## src/hw/dppc_pkg.sv

```systemverilog
// Constants for the downstream port power control block
package dppc_pkg;
  localparam int unsigned DPPC_NUM_PORTS = 6;
  localparam int unsigned DPPC_CLK_MHZ = 125;
  localparam int unsigned DPPC_FILTER_NS = 1000;
  localparam int unsigned DPPC_FILTER_CYC = (DPPC_FILTER_NS * DPPC_CLK_MHZ) / 1000;
  localparam logic DPPC_FLAG_RESET = 1'h0;
endpackage

```

## src/hw/dppc_oc_filter.sv

```systemverilog
// Overcurrent glitch filter and sticky change flag for one pin
`timescale 1ns/1ns
`default_nettype none
module dppc_oc_filter
  import dppc_pkg::*;
#(
  parameter int unsigned FILTER_CYC = DPPC_FILTER_CYC
) (
  input wire logic clk_i,
  input wire logic rst_i,
  input wire logic sense_en_i,
  input wire logic pin_low_i,
  input wire logic clear_i,
  output logic oc_o,
  output logic chg_o
);
  localparam int unsigned CW = $clog2(FILTER_CYC + 1);
  logic [CW-1:0] cnt_q, cnt_d;
  logic oc_q, oc_d, chg_q, chg_d;

  always_comb begin
    cnt_d = cnt_q;
    oc_d = oc_q;
    chg_d = chg_q;
    if (sense_en_i && pin_low_i) begin
      if (cnt_q != CW'(FILTER_CYC)) begin
        cnt_d = cnt_q + CW'(1);
      end
    end else begin
      cnt_d = '0;
    end
    oc_d = sense_en_i && (cnt_d == CW'(FILTER_CYC));
    if (clear_i) begin
      chg_d = 1'b0;
    end
    if (oc_d != oc_q) begin
      chg_d = 1'b1;
    end
  end

  always_ff @(posedge clk_i or posedge rst_i) begin
    if (rst_i) begin
      cnt_q <= '0;
      oc_q <= 1'b0;
      chg_q <= DPPC_FLAG_RESET;
    end else begin
      cnt_q <= cnt_d;
      oc_q <= oc_d;
      chg_q <= chg_d;
    end
  end

  assign oc_o = oc_q;
  assign chg_o = chg_q;

  AST_OC_NEEDS_LOW: assert property (@(posedge clk_i) disable iff (rst_i)
    $rose(oc_q) |-> $past(pin_low_i) && $past(sense_en_i))
    else $error("overcurrent rose without a low pin");
  AST_GLITCH_IGNORED: assert property (@(posedge clk_i) disable iff (rst_i)
    (!oc_q && !pin_low_i) ##1 (pin_low_i && sense_en_i) ##1 !pin_low_i |=> !oc_q)
    else $error("one-cycle glitch reported as overcurrent");
  AST_CHG_ON_EDGE: assert property (@(posedge clk_i) disable iff (rst_i)
    (oc_q != $past(oc_q)) |-> chg_q)
    else $error("overcurrent change not flagged");
  AST_CHG_STICKY: assert property (@(posedge clk_i) disable iff (rst_i)
    chg_q && !clear_i |=> chg_q)
    else $error("change flag lost without clear");
  AST_NO_OC_DISABLED: assert property (@(posedge clk_i) disable iff (rst_i)
    !sense_en_i |=> !oc_q)
    else $error("overcurrent while sensing disabled");
  COV_OC: cover property (@(posedge clk_i) disable iff (rst_i) $rose(oc_q));
  COV_CLEAR: cover property (@(posedge clk_i) disable iff (rst_i) chg_q && clear_i);
endmodule
`default_nettype wire

```

## src/hw/dppc_top.sv

```systemverilog
// Downstream port power enable and overcurrent sense for six ports
`timescale 1ns/1ns
`default_nettype none
module dppc_top
  import dppc_pkg::*;
#(
  parameter int unsigned NUM_PORTS = DPPC_NUM_PORTS,
  parameter int unsigned FILTER_CYC = DPPC_FILTER_CYC
) (
  input wire logic CLK_I,
  input wire logic RST_I,
  input wire logic GANG_MODE_I,
  input wire logic [NUM_PORTS-1:0] PORT_CFG_EN_I,
  input wire logic [NUM_PORTS-1:0] HOST_PWR_EN_I,
  input wire logic [NUM_PORTS-1:0] OC_CHG_CLR_I,
  input wire logic [NUM_PORTS-1:0] PORT_POWER_OC_PIN_I,
  output logic [NUM_PORTS-1:0] PORT_POWER_OC_PIN_O,
  output logic [NUM_PORTS-1:0] PORT_POWER_OC_PIN_OE_O,
  output logic [NUM_PORTS-1:0] PORT_POWER_OC_PIN_PU_O,
  input wire logic SHARED_POWER_OC_PIN_I,
  output logic SHARED_POWER_OC_PIN_O,
  output logic SHARED_POWER_OC_PIN_OE_O,
  output logic SHARED_POWER_OC_PIN_PU_O,
  output logic [NUM_PORTS-1:0] PORT_OC_O,
  output logic [NUM_PORTS-1:0] PORT_OC_CHG_O
);
  logic [NUM_PORTS-1:0] en_q, en_d;
  logic gang_q, gang_d;
  logic gang_en;
  localparam int unsigned RUN_W = $clog2(FILTER_CYC + 1);
  logic gang_oc, gang_chg;
  logic [NUM_PORTS-1:0] ind_oc, ind_chg;
  logic [RUN_W-1:0] gang_run_q, gang_run_d;

  always_comb begin
    en_d = PORT_CFG_EN_I & HOST_PWR_EN_I;
    gang_d = GANG_MODE_I;
  end

  always_ff @(posedge CLK_I or posedge RST_I) begin
    if (RST_I) begin
      en_q <= '0;
      gang_q <= 1'b0;
    end else begin
      en_q <= en_d;
      gang_q <= gang_d;
    end
  end

  assign gang_en = gang_q && (|en_q);

  genvar g;
  generate
    for (g = 0; g < NUM_PORTS; g++) begin : g_port
      logic sense_en;
      assign sense_en = !gang_q && en_q[g];
      // Open drain: released with pull-up while enabled outside ganged mode, driven low otherwise
      assign PORT_POWER_OC_PIN_O[g] = 1'b0;
      assign PORT_POWER_OC_PIN_OE_O[g] = !sense_en;
      assign PORT_POWER_OC_PIN_PU_O[g] = sense_en;
      dppc_oc_filter #(.FILTER_CYC(FILTER_CYC)) u_filt (
        .clk_i(CLK_I),
        .rst_i(RST_I),
        .sense_en_i(sense_en),
        .pin_low_i(!PORT_POWER_OC_PIN_I[g]),
        .clear_i(OC_CHG_CLR_I[g]),
        .oc_o(ind_oc[g]),
        .chg_o(ind_chg[g])
      );

      // Reference count of consecutive low samples while sensing
      logic [RUN_W-1:0] low_run_q, low_run_d;
      always_comb begin
        low_run_d = '0;
        if (sense_en && !PORT_POWER_OC_PIN_I[g]) begin
          low_run_d = low_run_q;
          if (low_run_q != RUN_W'(FILTER_CYC)) begin
            low_run_d = low_run_q + RUN_W'(1);
          end
        end
      end

      always_ff @(posedge CLK_I or posedge RST_I) begin
        if (RST_I) begin
          low_run_q <= '0;
        end else begin
          low_run_q <= low_run_d;
        end
      end

      AST_PORT_PU_EN: assert property (@(posedge CLK_I) disable iff (RST_I)
        (!gang_q && en_q[g]) |-> PORT_POWER_OC_PIN_PU_O[g])
        else $error("enabled port pin has no pull-up");
      AST_PORT_OE_EN: assert property (@(posedge CLK_I) disable iff (RST_I)
        (!gang_q && en_q[g]) |-> !PORT_POWER_OC_PIN_OE_O[g])
        else $error("enabled port pin still driven");
      AST_PORT_DRIVE_LOW: assert property (@(posedge CLK_I) disable iff (RST_I)
        !en_q[g] |-> PORT_POWER_OC_PIN_OE_O[g] && !PORT_POWER_OC_PIN_O[g])
        else $error("disabled port pin not driven low");
      AST_PORT_NO_PU_OFF: assert property (@(posedge CLK_I) disable iff (RST_I)
        !en_q[g] |-> !PORT_POWER_OC_PIN_PU_O[g])
        else $error("pull-up on while port disabled");
      AST_PORT_CFG_OFF: assert property (@(posedge CLK_I) disable iff (RST_I)
        !PORT_CFG_EN_I[g] |=> PORT_POWER_OC_PIN_OE_O[g])
        else $error("port kept power after configuration disable");
      AST_PORT_HOST_OFF: assert property (@(posedge CLK_I) disable iff (RST_I)
        !HOST_PWR_EN_I[g] |=> PORT_POWER_OC_PIN_OE_O[g])
        else $error("port kept power after host disable");
      AST_PORT_PIN_LOW_ONLY: assert property (@(posedge CLK_I) disable iff (RST_I)
        !PORT_POWER_OC_PIN_O[g])
        else $error("port pin driven high");
      AST_PORT_OC_MIRROR: assert property (@(posedge CLK_I) disable iff (RST_I)
        !gang_q |-> (PORT_OC_O[g] == ind_oc[g]) && (PORT_OC_CHG_O[g] == ind_chg[g]))
        else $error("port status not from its own filter");
      AST_PORT_GANG_MIRROR: assert property (@(posedge CLK_I) disable iff (RST_I)
        gang_q |-> (PORT_OC_O[g] == (gang_oc && en_q[g]))
          && (PORT_OC_CHG_O[g] == (gang_chg && en_q[g])))
        else $error("port status not from shared filter");
      AST_PORT_NO_OC_OFF: assert property (@(posedge CLK_I) disable iff (RST_I)
        !en_q[g] ##1 !en_q[g] |-> !PORT_OC_O[g])
        else $error("overcurrent reported on disabled port");
      AST_PORT_OC_NEEDS_RUN: assert property (@(posedge CLK_I) disable iff (RST_I)
        (!gang_q && PORT_OC_O[g]) |-> low_run_q == RUN_W'(FILTER_CYC))
        else $error("overcurrent without a full low run");
      AST_PORT_RUN_GIVES_OC: assert property (@(posedge CLK_I) disable iff (RST_I)
        (!gang_q && (low_run_q == RUN_W'(FILTER_CYC))) |-> PORT_OC_O[g])
        else $error("full low run not reported");
    end
  endgenerate

  dppc_oc_filter #(.FILTER_CYC(FILTER_CYC)) u_gang_filt (
    .clk_i(CLK_I),
    .rst_i(RST_I),
    .sense_en_i(gang_en),
    .pin_low_i(!SHARED_POWER_OC_PIN_I),
    .clear_i(&(OC_CHG_CLR_I | ~en_q)),
    .oc_o(gang_oc),
    .chg_o(gang_chg)
  );

  // Reference count of consecutive low samples on the shared pin
  always_comb begin
    gang_run_d = '0;
    if (gang_en && !SHARED_POWER_OC_PIN_I) begin
      gang_run_d = gang_run_q;
      if (gang_run_q != RUN_W'(FILTER_CYC)) begin
        gang_run_d = gang_run_q + RUN_W'(1);
      end
    end
  end

  always_ff @(posedge CLK_I or posedge RST_I) begin
    if (RST_I) begin
      gang_run_q <= '0;
    end else begin
      gang_run_q <= gang_run_d;
    end
  end

  assign SHARED_POWER_OC_PIN_O = 1'b0;
  assign SHARED_POWER_OC_PIN_OE_O = !gang_en;
  assign SHARED_POWER_OC_PIN_PU_O = gang_en;

  assign PORT_OC_O = gang_q ? ({NUM_PORTS{gang_oc}} & en_q) : ind_oc;
  assign PORT_OC_CHG_O = gang_q ? ({NUM_PORTS{gang_chg}} & en_q) : ind_chg;

  AST_GANG_PU: assert property (@(posedge CLK_I) disable iff (RST_I)
    gang_en |-> SHARED_POWER_OC_PIN_PU_O && !SHARED_POWER_OC_PIN_OE_O)
    else $error("shared pin not released with pull-up");
  AST_GANG_DRIVE_LOW: assert property (@(posedge CLK_I) disable iff (RST_I)
    !gang_en |-> SHARED_POWER_OC_PIN_OE_O && !SHARED_POWER_OC_PIN_PU_O
      && !SHARED_POWER_OC_PIN_O)
    else $error("idle shared pin not driven low");
  AST_GANG_NEXT: assert property (@(posedge CLK_I) disable iff (RST_I)
    GANG_MODE_I && (|(PORT_CFG_EN_I & HOST_PWR_EN_I)) |=> SHARED_POWER_OC_PIN_PU_O)
    else $error("shared pin not released in ganged mode");
  AST_SOLO_SHARED_OFF: assert property (@(posedge CLK_I) disable iff (RST_I)
    !GANG_MODE_I |=> SHARED_POWER_OC_PIN_OE_O)
    else $error("shared pin released outside ganged mode");
  AST_GANG_NO_OC_IDLE: assert property (@(posedge CLK_I) disable iff (RST_I)
    !gang_en ##1 !gang_en |-> !gang_oc)
    else $error("shared overcurrent while shared pin idle");
  AST_GANG_OC_NEEDS_RUN: assert property (@(posedge CLK_I) disable iff (RST_I)
    gang_oc |-> gang_run_q == RUN_W'(FILTER_CYC))
    else $error("shared overcurrent without a full low run");
  AST_GANG_RUN_GIVES_OC: assert property (@(posedge CLK_I) disable iff (RST_I)
    (gang_run_q == RUN_W'(FILTER_CYC)) |-> gang_oc)
    else $error("full shared low run not reported");

  AST_EN_RELEASE: assert property (@(posedge CLK_I) disable iff (RST_I)
    (!gang_q && en_q[0]) |-> PORT_POWER_OC_PIN_PU_O[0] && !PORT_POWER_OC_PIN_OE_O[0])
    else $error("enabled port pin not released with pull-up");
  AST_DIS_DRIVE_LOW: assert property (@(posedge CLK_I) disable iff (RST_I)
    !(PORT_CFG_EN_I[0] && HOST_PWR_EN_I[0]) |=> PORT_POWER_OC_PIN_OE_O[0]
      && !PORT_POWER_OC_PIN_O[0])
    else $error("disabled port pin not driven low");
  AST_GANG_PINS_OFF: assert property (@(posedge CLK_I) disable iff (RST_I)
    gang_q |-> &PORT_POWER_OC_PIN_OE_O)
    else $error("per-port pin released in ganged mode");
  AST_EN_TRACK: assert property (@(posedge CLK_I) disable iff (RST_I)
    (PORT_CFG_EN_I[NUM_PORTS-1] && HOST_PWR_EN_I[NUM_PORTS-1] && !GANG_MODE_I)
      |=> PORT_POWER_OC_PIN_PU_O[NUM_PORTS-1])
    else $error("last port does not follow its enable");
  COV_GANG: cover property (@(posedge CLK_I) disable iff (RST_I) gang_en && gang_oc);
  COV_PORT_OC: cover property (@(posedge CLK_I) disable iff (RST_I) |ind_oc);
  COV_DISABLE: cover property (@(posedge CLK_I) disable iff (RST_I) $fell(en_q[0]));
endmodule
`default_nettype wire

```

## config.mk

```make
export PLATFORM = sky130hd
export DESIGN_NAME = dppc_top
export DESIGN_NICKNAME = d
export VERILOG_FILES = /design/src/hw/dppc_pkg.sv /design/src/hw/dppc_oc_filter.sv /design/src/hw/dppc_top.sv
export SDC_FILE = /design/constraint.sdc
export NUM_CORES = 1
export LEC_CHECK = 0
export ABC_AREA = 1
export BUFFER_PORTS_ARGS = -buffer_cell sky130_fd_sc_hd__buf_2
export CELL_PAD_IN_SITES_DETAIL_PLACEMENT = 1
export CELL_PAD_IN_SITES_GLOBAL_PLACEMENT = 2
export CORE_AREA = 2 2 117 119
export DETAILED_ROUTE_END_ITERATION = 10
export DIE_AREA = 0 0 119 121
export PLACE_DENSITY = 0.94
export REMOVE_ABC_BUFFERS = 1
export SYNTH_ARGS = -nofsm -noshare
export SYNTH_HDL_FRONTEND = slang
export SYNTH_SLANG_ARGS = --single-unit
```

## constraint.sdc

```tcl
create_clock -name CLK_I -period 6.9 [get_ports CLK_I]
set_input_delay 1.725 -clock CLK_I [delete_from_list [all_inputs] [get_ports CLK_I]]
set_output_delay 1.725 -clock CLK_I [all_outputs]
set_load 0.1 [all_outputs]
```

==> results of run 1 <==
==> registers in the layout, summed over array words and instances, names as in the netlist <==
| register | flops |
|---|---|
| g_port.u_filt.cnt_q | 42 |
| u_gang_filt.cnt_q | 7 |
| en_q | 6 |
| g_port.u_filt.chg_o | 6 |
| g_port.u_filt.oc_o | 6 |
| gang_q | 1 |
| u_gang_filt.chg_o | 1 |
| u_gang_filt.oc_o | 1 |
==> metrics by stage <==
step / hold slack, ns / instances / area (um2) / total power, mW
global placement: 0.461 / 844 / 5040 / 0.523
floorplan: 0.452 / 613 / 4540 / 0.499
global route: 0.521 / 858 / 5330 / 1.02
finish: 0.490 / 858 / 5330 / 0.978
CTS: 0.497 / 858 / 5330 / 0.994
detailed placement: 0.482 / 844 / 5040 / 0.525
==> critical path, cell delays in order (launching register included) <==
cell and delay (ns):
sky130_fd_sc_hd__dfrtp_1 0.32, sky130_fd_sc_hd__buf_4 0.37, sky130_fd_sc_hd__nand2_1 0.13, sky130_fd_sc_hd__o22ai_1 0.14, sky130_fd_sc_hd__buf_2 0.45
==> cells in the final DEF, fill, tap and decap left out <==
cell type	n
sky130_fd_sc_hd__nand3b_1	1
sky130_fd_sc_hd__nand3_1	76
sky130_fd_sc_hd__nand2_1	127
sky130_fd_sc_hd__clkbuf_16	9
sky130_fd_sc_hd__dfrtp_1	70
sky130_fd_sc_hd__nand2_4	6
sky130_fd_sc_hd__nor2_2	19
sky130_fd_sc_hd__o21ai_0	3
sky130_fd_sc_hd__buf_4	2
sky130_fd_sc_hd__nand4_1	16
sky130_fd_sc_hd__clkbuf_1	2
sky130_fd_sc_hd__inv_2	9
sky130_fd_sc_hd__nand3_2	10
sky130_fd_sc_hd__xnor2_1	6
sky130_fd_sc_hd__nor2_8	1
sky130_fd_sc_hd__or2_2	6
sky130_fd_sc_hd__nor2_1	53
sky130_fd_sc_hd__o22ai_1	15
sky130_fd_sc_hd__inv_1	120
sky130_fd_sc_hd__a21oi_1	12
sky130_fd_sc_hd__o31ai_1	1
sky130_fd_sc_hd__bufinv_16	1
sky130_fd_sc_hd__nand2_2	13
sky130_fd_sc_hd__ha_1	14
sky130_fd_sc_hd__conb_1	7
sky130_fd_sc_hd__nand3_4	1
sky130_fd_sc_hd__clkbuf_8	2
sky130_fd_sc_hd__nor2_4	19
sky130_fd_sc_hd__buf_2	53
sky130_fd_sc_hd__a31oi_1	7
sky130_fd_sc_hd__nor3_1	1
==> kinds of logic (layout without fill, tap and decap cells) <==
logic type / after synthesis / after routing / share of synthesized area [%]
AOI/OAI and AO/OA: 38 / 38 / 4.72
buffers and inverters: 150 / 198 / 13.6
xor gates and xnor gates: 6 / 6 / 1.13
adders and majority gates: 14 / 14 / 3.76
other: 1 / 7 / 0.0805
and+or+nand+nor: 349 / 349 / 39.2
DFF: 70 / 70 / 37.6
==> layer usage <==
| metal | up-vias | track usage, % | routed length, um |
|---|---|---|---|
| li1 | 2041 | - | - |
| met1 | 2020 | 21.0 | 5250 |
| met2 | 46 | 33.4 | 6360 |
| met3 | 15 | 3.01 | 288 |
| met4 | 0 | 6.18 | 221 |
| met5 | - | 0 | 0 |
==> worst paths after layout <==
| kind | start | to | slack, ns | depth (start not counted) |
|---|---|---|---|---|
| min | g_port[5].u_filt.oc_o$_DFF_PP0_ | g_port[5].u_filt.chg_o$_DFFE_PP0P_ | 0.49 | 2 |
| max reg2reg | u_gang_filt.cnt_q[1]$_DFF_PP0_ | u_gang_filt.chg_o$_DFFE_PP0P_ | 5.18 | 11 |
| max | gang_q$_DFF_PP0_ | PORT_OC_CHG_O[1] | 3.41 | 4 |
| min reg2reg | g_port[5].u_filt.oc_o$_DFF_PP0_ | g_port[5].u_filt.chg_o$_DFFE_PP0P_ | 0.49 | 2 |
| min in group asynchronous | RST_I | g_port[0].u_filt.cnt_q[1]$_DFF_PP0_ | 1.67 | 3 |
| max in group asynchronous | RST_I | u_gang_filt.cnt_q[4]$_DFF_PP0_ | 4.62 | 3 |
==> cells in the mapped netlist (3+ instances only) <==
library cell and n:
sky130_fd_sc_hd__nor2_4 19, sky130_fd_sc_hd__o21ai_0 3, sky130_fd_sc_hd__nand2_4 6, sky130_fd_sc_hd__a31oi_1 7
sky130_fd_sc_hd__buf_2 4, sky130_fd_sc_hd__nand3_1 76, sky130_fd_sc_hd__nor2_1 53, sky130_fd_sc_hd__nand2_2 13
sky130_fd_sc_hd__or2_2 6, sky130_fd_sc_hd__inv_2 8, sky130_fd_sc_hd__nand3_2 10, sky130_fd_sc_hd__dfrtp_1 70
sky130_fd_sc_hd__nand2_1 127, sky130_fd_sc_hd__o22ai_1 15, sky130_fd_sc_hd__ha_1 14, sky130_fd_sc_hd__nand4_1 16
sky130_fd_sc_hd__a21oi_1 12, sky130_fd_sc_hd__buf_4 15, sky130_fd_sc_hd__inv_1 121, sky130_fd_sc_hd__nor2_2 19
sky130_fd_sc_hd__xnor2_1 6
==> power by group through the flow <==
| stage | Combinational [mW] | Sequential [mW] | Clock, mW |
|---|---|---|---|
| final | 0.0969 | 0.419 | 0.462 |
| after global routing | 0.104 | 0.419 | 0.492 |
| after CTS | 0.0992 | 0.419 | 0.476 |
| after detailed placement | 0.0990 | 0.426 | 0 |
| after global placement | 0.0971 | 0.426 | 0 |
| after floorplan | 0.0717 | 0.427 | 0 |
==> layout make-up <==
class                      count  area, um2
sequential                    70       1750
multi-input combinational    414       2300
timing repair buffer          55        280
clock buffer                  13        260
fill                        1662       7760
tap                          176        220
inverter                     129        484
clock inverter                 1       30.0
==> impl_results.md, run 1 <==
* Main flop type after synthesis: sky130_fd_sc_hd__dfrtp_1
* Hold buffer count at cts at 0
* Pin count of the biggest net entering global routing at 71
* Detailed-placement wirelength estimate at 9630 um
* Number of global-route vias before repair at 4385
* Die area at 14400 um2
* DIE HEIGHT at 121 um
* Total congestion overflow at 0
* Number of warnings issued by yosys at 0
* Maximum achievable frequency at 0.286 GHz
* Slack of the critical path at 3.41 ns
* Gr usage total at 18.0%
* Sw Pwr at 250 uW
* Setup CP Type: reg2out
* Yosys reg bits at 70
* WL final at 12100 um
* Average wire per standard cell at 14.1 um
* Min-Delay Path Class: reg2reg
* Effective utilization at floorplan at 35.6%
* # Max-Cap Violations at 0
* Crit path capture type: primary output
* CP max FO at 26
* Pre-CTS WS at 3.74 ns
* Post-synthesis area per instance at 7.42 um2
* Initial antenna violation count at 0
* Max-slew violations at 0
* Routed via count divided by cell count at 4.80
* Mapped cell area at 4660 um2
* Clock insertion delay at the later pin of the skew report at 0.33 ns
* Count of inserted antenna diode cells at 0
* Post CTS Setup Buffer Count at 0
* Status: finished, final reports clean
* Cell Pwr Density at 184 nW/um2
* Vias post-DR at 4122
* Share of layout cells above drive strength 1 at 22.1%
* P&R area growth vs syn at 14.3%
* Internal Pwr Total at 728 uW
* Post-route DRC at 0
* Number of DRC violations after detailed-routing iteration 0 at 115
* Maximum vdd ir drop at 0.100 mV
* Max-slew headroom at 38.2%
* Final RePlAce weighted congestion at 0.817
* Share of the yosys chip area belonging to registers at 37.6%
* Largest area contributor in the netlist: sky130_fd_sc_hd__dfrtp_1
* Final Hold Violating Endpoints at 0
* Cell count after synthesis at 628
* Final critical-path share of the clock period at 50.6%
* Core area at 13100 um2
* Boundary Pins at 61
* Width of the chip at 119 um
* CP arrival at 1.77 ns
* H-Tree Level Count at 3
* Netlist cell types at 29
* Fraction of power spent switching nets at 25.6%
* Setup TNS after final layout at 0 ns
* Share of async-settable or async-resettable flops after synthesis at 100%
* Crit path required time at 5.18 ns
* Unrepaired setup endpoints after global routing: no
* Clock buffers created by TritonCTS at 9
* First-pass GRT wire length at 20700 um
* Share of power burned in the clock network at 47.2%
* Number of enable flip-flop cells after synthesis at 0
* Final ANT Viol Nets at 0
* Leak at 2.82 nW
* Final #Nets at 721
* Clock transition time at the flip-flop clock pins of the worst setup and hold paths at 0.05 ns
* Final number of setup-violating endpoints at 0
* Core Rows at 42
* Final Util at 40.7%
* Combinational cell fraction of total power at 9.9%
* Worst slew pin tran at 0.926 ns
* Sink Count at 70
* Resized Gates After CTS at 0
* Seq pwr share at 42.9%
* Yosys top cell area share at 37.6%
* Minimum clock period at 3.49 ns
* Master cell of the clock root buffer: sky130_fd_sc_hd__clkbuf_16
* Number of detailed-routing iterations run before antenna repair at 4
* Clock tree from TritonCTS: yes
* Worst-case clock buffer depth at 2
* Clock Skew at 0.00323 ns
* CP startpoint kind: flop
* Top area cells in the synthesized netlist: sky130_fd_sc_hd__dfrtp_1 (38%), sky130_fd_sc_hd__nand2_1 (10%), sky130_fd_sc_hd__inv_1 (9.7%), sky130_fd_sc_hd__nand3_1 (8.2%), sky130_fd_sc_hd__nor2_4 (4.6%)
* Number of buffers inserted by port buffering at 53
Power figures use the tool's default switching activity.
==> inputs of run 2 (changes only) <==
--- a/config.mk
+++ b/config.mk
@@ -9,10 +9,10 @@
 export BUFFER_PORTS_ARGS = -buffer_cell sky130_fd_sc_hd__buf_2
 export CELL_PAD_IN_SITES_DETAIL_PLACEMENT = 1
 export CELL_PAD_IN_SITES_GLOBAL_PLACEMENT = 2
-export CORE_AREA = 2 2 117 119
+export CORE_AREA = 2 2 128 130
 export DETAILED_ROUTE_END_ITERATION = 10
-export DIE_AREA = 0 0 119 121
-export PLACE_DENSITY = 0.94
+export DIE_AREA = 0 0 130 132
+export PLACE_DENSITY = 0.84
 export REMOVE_ABC_BUFFERS = 1
 export SYNTH_ARGS = -nofsm -noshare
 export SYNTH_HDL_FRONTEND = slang
==> constraint.sdc (replaced) <==
create_clock -name CLK_I -period 2.85 [get_ports CLK_I]
set_input_delay 0.7125 -clock CLK_I [delete_from_list [all_inputs] [get_ports CLK_I]]
set_output_delay 0.7125 -clock CLK_I [all_outputs]
set_load 0.1 [all_outputs]
==> run 2 against run 1 <==
Utilization shrank 5.1 points. First-iteration DRC count increased by 61%. Sequential share of layout area fell by 1.6 points. Clock skew rose by 0.0028 ns. Worst setup slack worse by 3.0 ns. Largest cell class unchanged.
==> impl_results.md, run 2 (synthesized netlist as in run 1, its figures left out) <==
* Final RePlAce weighted congestion at 0.831
* Maximum vdd ir drop at 0.212 mV
* WL final at 12200 um
* Clock Skew at 0.00603 ns
* Core area at 15700 um2
* CP max FO at 26
* Number of global-route vias before repair at 4362
* Final non-filler cell total at 900
* H-Tree Level Count at 3
* Cell Pwr Density at 420 nW/um2
* Hold buffer count at cts at 0
* Number of DRC violations after detailed-routing iteration 0 at 185
* Die area at 17200 um2
* Slowest cell on the critical path: sky130_fd_sc_hd__buf_4
* Pin count of the biggest net entering global routing at 32
* Resized Gates After CTS at 0
* Post-route DRC at 0
* Core Rows at 46
* Most frequent cells in the layout: sky130_fd_sc_hd__nand2_1 (127), sky130_fd_sc_hd__inv_1 (120), sky130_fd_sc_hd__nand3_1 (76), sky130_fd_sc_hd__dfrtp_1 (70), sky130_fd_sc_hd__nor2_1 (53)
* Worst-case clock buffer depth at 2
* Clock transition time at the flip-flop clock pins of the worst setup and hold paths at 0.05 ns
* Series of cell instances along the critical path: buf_4 > nand2_1 > o22ai_1 > buf_12
* Fill cell count at 1941
* Max-slew headroom at 60.5%
* Final Hold Violating Endpoints at 0
* # Max-Cap Violations at 0
* Final number of setup-violating endpoints at 0
* Crit path required time at 2.14 ns
* Effective utilization at floorplan at 29.7%
* Status: finished, final reports clean
* Registers with the most flip-flops: g_port.u_filt.cnt_q: 42 flops, u_gang_filt.cnt_q: 7 flops
* CP startpoint kind: flop
* Critical register-to-register path startpoint: g_port[1].u_filt.cnt_q[1]$_DFF_PP0_
* Final Util at 35.6%
* Total congestion overflow at 0
* Min-Delay Path Class: in2async
* Worst slew pin tran at 0.591 ns
* Max stage delay on crit path at 0.38 ns
* Post CTS Setup Buffer Count at 0
* Boundary Pins at 61
* Master cell of the clock root buffer: sky130_fd_sc_hd__clkbuf_16
* Gr usage total at 15.3%
* Clock buffers created by TritonCTS at 9
* Final #Nets at 722
* CP arrival at 1.71 ns
* Vias post-DR at 4100
* Sink Count at 70
* Register containing the most flip-flops in the final layout: g_port.u_filt.cnt_q
* Number of buffers inserted by port buffering at 53
* Max-slew violations at 0
* Number of cells after detailed placement at 885
* Setup CP Type: reg2out
* Unrepaired setup endpoints after global routing: no
* P&R area growth vs syn at 20.2%
* Most common cell after layout, fill and taps aside: sky130_fd_sc_hd__nand2_1
* Final critical-path share of the clock period at 84.9%
* Average wire per standard cell at 13.5 um
* Share of layout cells above drive strength 1 at 22.1%
* Initial antenna violation count at 0
* Count of inserted antenna diode cells at 0
* Leak at 2.86 nW
* Maximum achievable frequency at 0.413 GHz
* Clock insertion delay at the later pin of the skew report at 0.33 ns
* Routed via count divided by cell count at 4.56
* Final ANT Viol Nets at 0
* DIE HEIGHT at 132 um
* Crit path capture type: primary output
* Clock tree from TritonCTS: yes
* Critical path startpoint: gang_q$_DFF_PP0_
* Minimum clock period at 2.42 ns
* Width of the chip at 130 um
* Number of detailed-routing iterations run before antenna repair at 4
* Detailed-placement wirelength estimate at 9800 um
* First-pass GRT wire length at 20900 um
* Max reg flops at 42
run 2: changes by cell type in the layout (fill, tap and decap cells not counted):
| cell | delta |
|---|---|
| sky130_fd_sc_hd__buf_2 | -14 |
| sky130_fd_sc_hd__buf_12 | +15 |
| sky130_fd_sc_hd__clkbuf_8 | -1 |
| sky130_fd_sc_hd__clkbuf_1 | +2 |
run 2: stage by stage:
stage               area [um2]  TNS, ns  hold WS (ns)  setup WS (ns)  power (mW)
detailed placement        5320        0         0.471          0.763        1.28
finish                    5600        0         0.447          0.431        2.35
CTS                       5600        0         0.475          0.391        2.39
global placement          5320        0         0.461          0.840        1.28
floorplan                 4540    -5.90         0.452         -0.516        1.21
global route              5600        0         0.482          0.322        2.45
run 2: power by group:
group / switching, mW / internal, mW / total (mW)
Combinational: 0.195 / 0.0505 / 0.246
Clock: 0.393 / 0.697 / 1.09
Sequential: 0.0114 / 1.00 / 1.02
Total: 0.599 / 1.75 / 2.35
run 2: critical path: cells and delay by family (launching register included):
family	cells	cell delay [ns]
buffers and inverters	2	0.60
flip-flops	1	0.33
AO/OA/AOI/OAI	1	0.28
AND/OR/NAND/NOR	1	0.14
run 2: path summary, 6_finish.rpt:
kind                       slack, ns  cells after the start                                 end
min                             0.45                      2                    gang_q$_DFF_PP0_
max in group asynchronous       1.75                      3  g_port[2].u_filt.chg_o$_DFFE_PP0P_
max reg2reg                     1.11                     11  g_port[1].u_filt.chg_o$_DFFE_PP0P_
min in group CLK_I              0.48                      2  g_port[1].u_filt.chg_o$_DFFE_PP0P_
min reg2reg                     0.48                      2  g_port[1].u_filt.chg_o$_DFFE_PP0P_
max                             0.43                      4                    PORT_OC_CHG_O[5]
run 2: cell type report:
class / count / area [um2] / share of cell area, %
Multi-Input combinational cell: 414 / 2300 / 41.1
Sequential cell: 70 / 1750 / 31.3
Timing Repair Buffer: 56 / 510 / 9.12
Inverter: 129 / 484 / 8.65
Tap cell: 216 / 270 / 4.83
Clock buffer: 14 / 254 / 4.54
Clock inverter: 1 / 30.0 / 0.536
run 2: layer usage:
metal	vias to the layer above	share of wire, %	wire length (um)	global-route usage (%)
li1	2044	-	-	-
met1	2001	43	5270	18.9
met2	42	53	6450	27.0
met3	13	2.2	263	2.11
met4	0	1.5	185	5.20
met5	-	0	0	0
==> inputs of run 3 (changes only) <==
==> constraint.sdc (replaced) <==
create_clock -name CLK_I -period 2.1 [get_ports CLK_I]
set_input_delay 0.525 -clock CLK_I [delete_from_list [all_inputs] [get_ports CLK_I]]
set_output_delay 0.525 -clock CLK_I [all_outputs]
set_load 0.1 [all_outputs]
==> run 3 against run 2 <==
The flow now finishes with violations (setup timing). Largest cell class unchanged. Total power up 44%. Count of clock-buffer cells in the layout shrank 4. Largest power group unchanged. Highest routed layer unchanged. Sequential power is 35% higher.
==> impl_results.md, run 3 (synthesized netlist as in run 1, its figures left out) <==
* Buffer and inverter count on the worst path at 2
* Number of buffers inserted by port buffering at 53
* Post-route DRC at 0
* Worst-case clock buffer depth at 2
* Registers with the most flip-flops: g_port.u_filt.cnt_q: 42 flops, u_gang_filt.cnt_q: 7 flops
* Dominant cell type by count on the critical path: sky130_fd_sc_hd__buf_12
* Critical path depth at 4
* Final ANT Viol Nets at 0
* Most common cell after layout, fill and taps aside: sky130_fd_sc_hd__nand2_1
* CP startpoint kind: flop
* Design Power at 3.38 mW
* Number of global-route vias before repair at 4480
* Final critical-path share of the clock period at 101%
* Sink Count at 70
* Most frequent cells in the layout: sky130_fd_sc_hd__nand2_1 (127), sky130_fd_sc_hd__inv_1 (120), sky130_fd_sc_hd__nand3_1 (76), sky130_fd_sc_hd__dfrtp_1 (70), sky130_fd_sc_hd__nor2_1 (53)
* Number of detailed-routing iterations run before antenna repair at 4
* Pin count of the biggest net entering global routing at 30
* Average wire per standard cell at 13.6 um
* Setup CP Type: reg2out
* Minimum clock period at 2.12 ns
* Boundary Pins at 61
* Slowest cell on the critical path: sky130_fd_sc_hd__dfrtp_1
* Crit path capture type: primary output
* Series of cell instances along the critical path: buf_12 > nand2_1 > o22ai_1 > buf_12
* Count of inserted antenna diode cells at 0
* CP arrival at 1.59 ns
* Violations in the final reports: setup timing
* Clock buffers created by TritonCTS at 9
* Status: complete, but fails checks
* Min-Delay Path Class: in2async
* Pre-CTS WS at 0.367 ns
* DIE HEIGHT at 132 um
* Detailed-placement wirelength estimate at 9670 um
* Clock Skew at 0.00478 ns
* Vias post-DR at 4094
* # Max-Cap Violations at 0
* Maximum achievable frequency at 0.473 GHz
* H-Tree Level Count at 3
* Critical path startpoint: gang_q$_DFF_PP0_
* Max stage delay on crit path at 0.37 ns
* Number of DRC violations after detailed-routing iteration 0 at 134
* Core Rows at 46
* Max-slew violations at 0
* Routed via count divided by cell count at 4.54
* CP max FO at 26
* Sequential cell area at 1750 um2
* Final Hold Violating Endpoints at 0
* Clock transition time at the flip-flop clock pins of the worst setup and hold paths at 0.06 ns
* Final #Nets at 722
* Clock tree from TritonCTS: yes
* End of the critical path: PORT_OC_O[4]
* Gr usage total at 15.4%
* RR Endpoint: u_gang_filt.chg_o$_DFFE_PP0P_
* Final RePlAce weighted congestion at 0.794
* Slack of the worst reg-to-reg path at 0.39 ns
* Cell Pwr Density at 578 nW/um2
* Total congestion overflow at 0
* Cell type group with the largest total delay on the critical path: buffers and inverters
* Die area at 17200 um2
* Crit path required time at 1.57 ns
* Slack of the critical path at -0.0160 ns
* First-pass GRT wire length at 21200 um
* Initial antenna violation count at 0
* Max reg flops at 42
* Maximum vdd ir drop at 0.329 mV
* Register containing the most flip-flops in the final layout: g_port.u_filt.cnt_q
* Clock insertion delay at the later pin of the skew report at 0.34 ns
* Hold buffer count at cts at 0
* P&R area growth vs syn at 25.5%
* Effective utilization at floorplan at 29.7%
* Final number of setup-violating endpoints at 1
* Depth of the worst register-to-register path at 10
* Share of layout cells above drive strength 1 at 22.9%
* Area of the multi-input gates at 2310 um2
* WL final at 12200 um
* Core area at 15700 um2
* Width of the chip at 130 um
* Leak at 2.96 nW
* Unrepaired setup endpoints after global routing: yes
* Master cell of the clock root buffer: sky130_fd_sc_hd__clkbuf_16
* Critical register-to-register path startpoint: u_gang_filt.cnt_q[0]$_DFF_PP0_
* Fill cell count at 1930
[run 3: cell types whose count changed in the layout (fill, tap and decap cells not counted), sizes merged]
cell	delta
clkbuf	-4
clkinv	+3
bufinv	+1
clkinvlp	+1
[run 3: metrics by stage]
stage	utilization [%]	std cells	hold slack, ns	area, um2	setup TNS, ns
after floorplan	-	613	0.452	4540	-39.27
after global routing	37.2	901	0.227	5850	-0.181
after global placement	35.1	885	0.461	5520	0
final	37.2	901	0.199	5850	-0.0160
after detailed placement	35.1	885	0.478	5520	0
after CTS	37.2	901	0.210	5850	-0.00699
[run 3: worst min-delay path by stage]
stage               slack, ns  cells after the start                            start                                   to
floorplan                0.45                      2  g_port[5].u_filt.oc_o$_DFF_PP0_   g_port[5].u_filt.chg_o$_DFFE_PP0P_
global placement         0.46                      2  g_port[5].u_filt.oc_o$_DFF_PP0_   g_port[5].u_filt.chg_o$_DFFE_PP0P_
detailed placement       0.48                      2       u_gang_filt.oc_o$_DFF_PP0_        u_gang_filt.chg_o$_DFFE_PP0P_
CTS                      0.21                      2                            RST_I  g_port[0].u_filt.cnt_q[0]$_DFF_PP0_
global route             0.23                      2                            RST_I  g_port[0].u_filt.cnt_q[0]$_DFF_PP0_
finish                   0.20                      2                            RST_I  g_port[0].u_filt.cnt_q[0]$_DFF_PP0_
[run 3: metal layers]
| metal | track usage (%) | share of wire (%) | vias up | routed length (um) |
|---|---|---|---|---|
| met5 | 0 | 0 | - | 0 |
| met3 | 1.91 | 2.5 | 20 | 309 |
| met4 | 7.11 | 2.5 | 0 | 310 |
| met1 | 18.7 | 43 | 1977 | 5270 |
| li1 | - | - | 2045 | - |
| met2 | 27.0 | 52 | 52 | 6350 |
[run 3: report_power, final]
part / total, mW / switching, mW / internal [mW]
registers: 1.38 / 0.0154 / 1.36
clock network: 1.63 / 0.592 / 1.04
logic: 0.373 / 0.269 / 0.104
total: 3.38 / 0.876 / 2.50
[run 3: what timing repair did]
item / CTS / global route
setup endpoints to repair: 1 / 3
pin swaps: 0 / 0
setup buffers: 0 / 0
gates resized for setup: 2 / 0
[run 3: area by class of cell]
class	count	area share [%]
sequential	70	29.9
tap	216	4.62
clock inverter	6	1.48
inverter	129	8.28
clock buffer	10	3.91
multi-input combinational	414	39.5
timing repair buffer	56	12.2
[run 3: worst register-to-register path, cell delays in order (launching register included)]
cell and delay [ns]:
sky130_fd_sc_hd__dfrtp_1 0.45, sky130_fd_sc_hd__ha_1 0.23, sky130_fd_sc_hd__nand3_2 0.10, sky130_fd_sc_hd__nor2_4 0.19, sky130_fd_sc_hd__inv_2 0.10, sky130_fd_sc_hd__nand3_1 0.12, sky130_fd_sc_hd__nand2_1 0.08, sky130_fd_sc_hd__nor2_2 0.10
sky130_fd_sc_hd__nand2_1 0.08, sky130_fd_sc_hd__nand2_1 0.07, sky130_fd_sc_hd__nand3_1 0.06
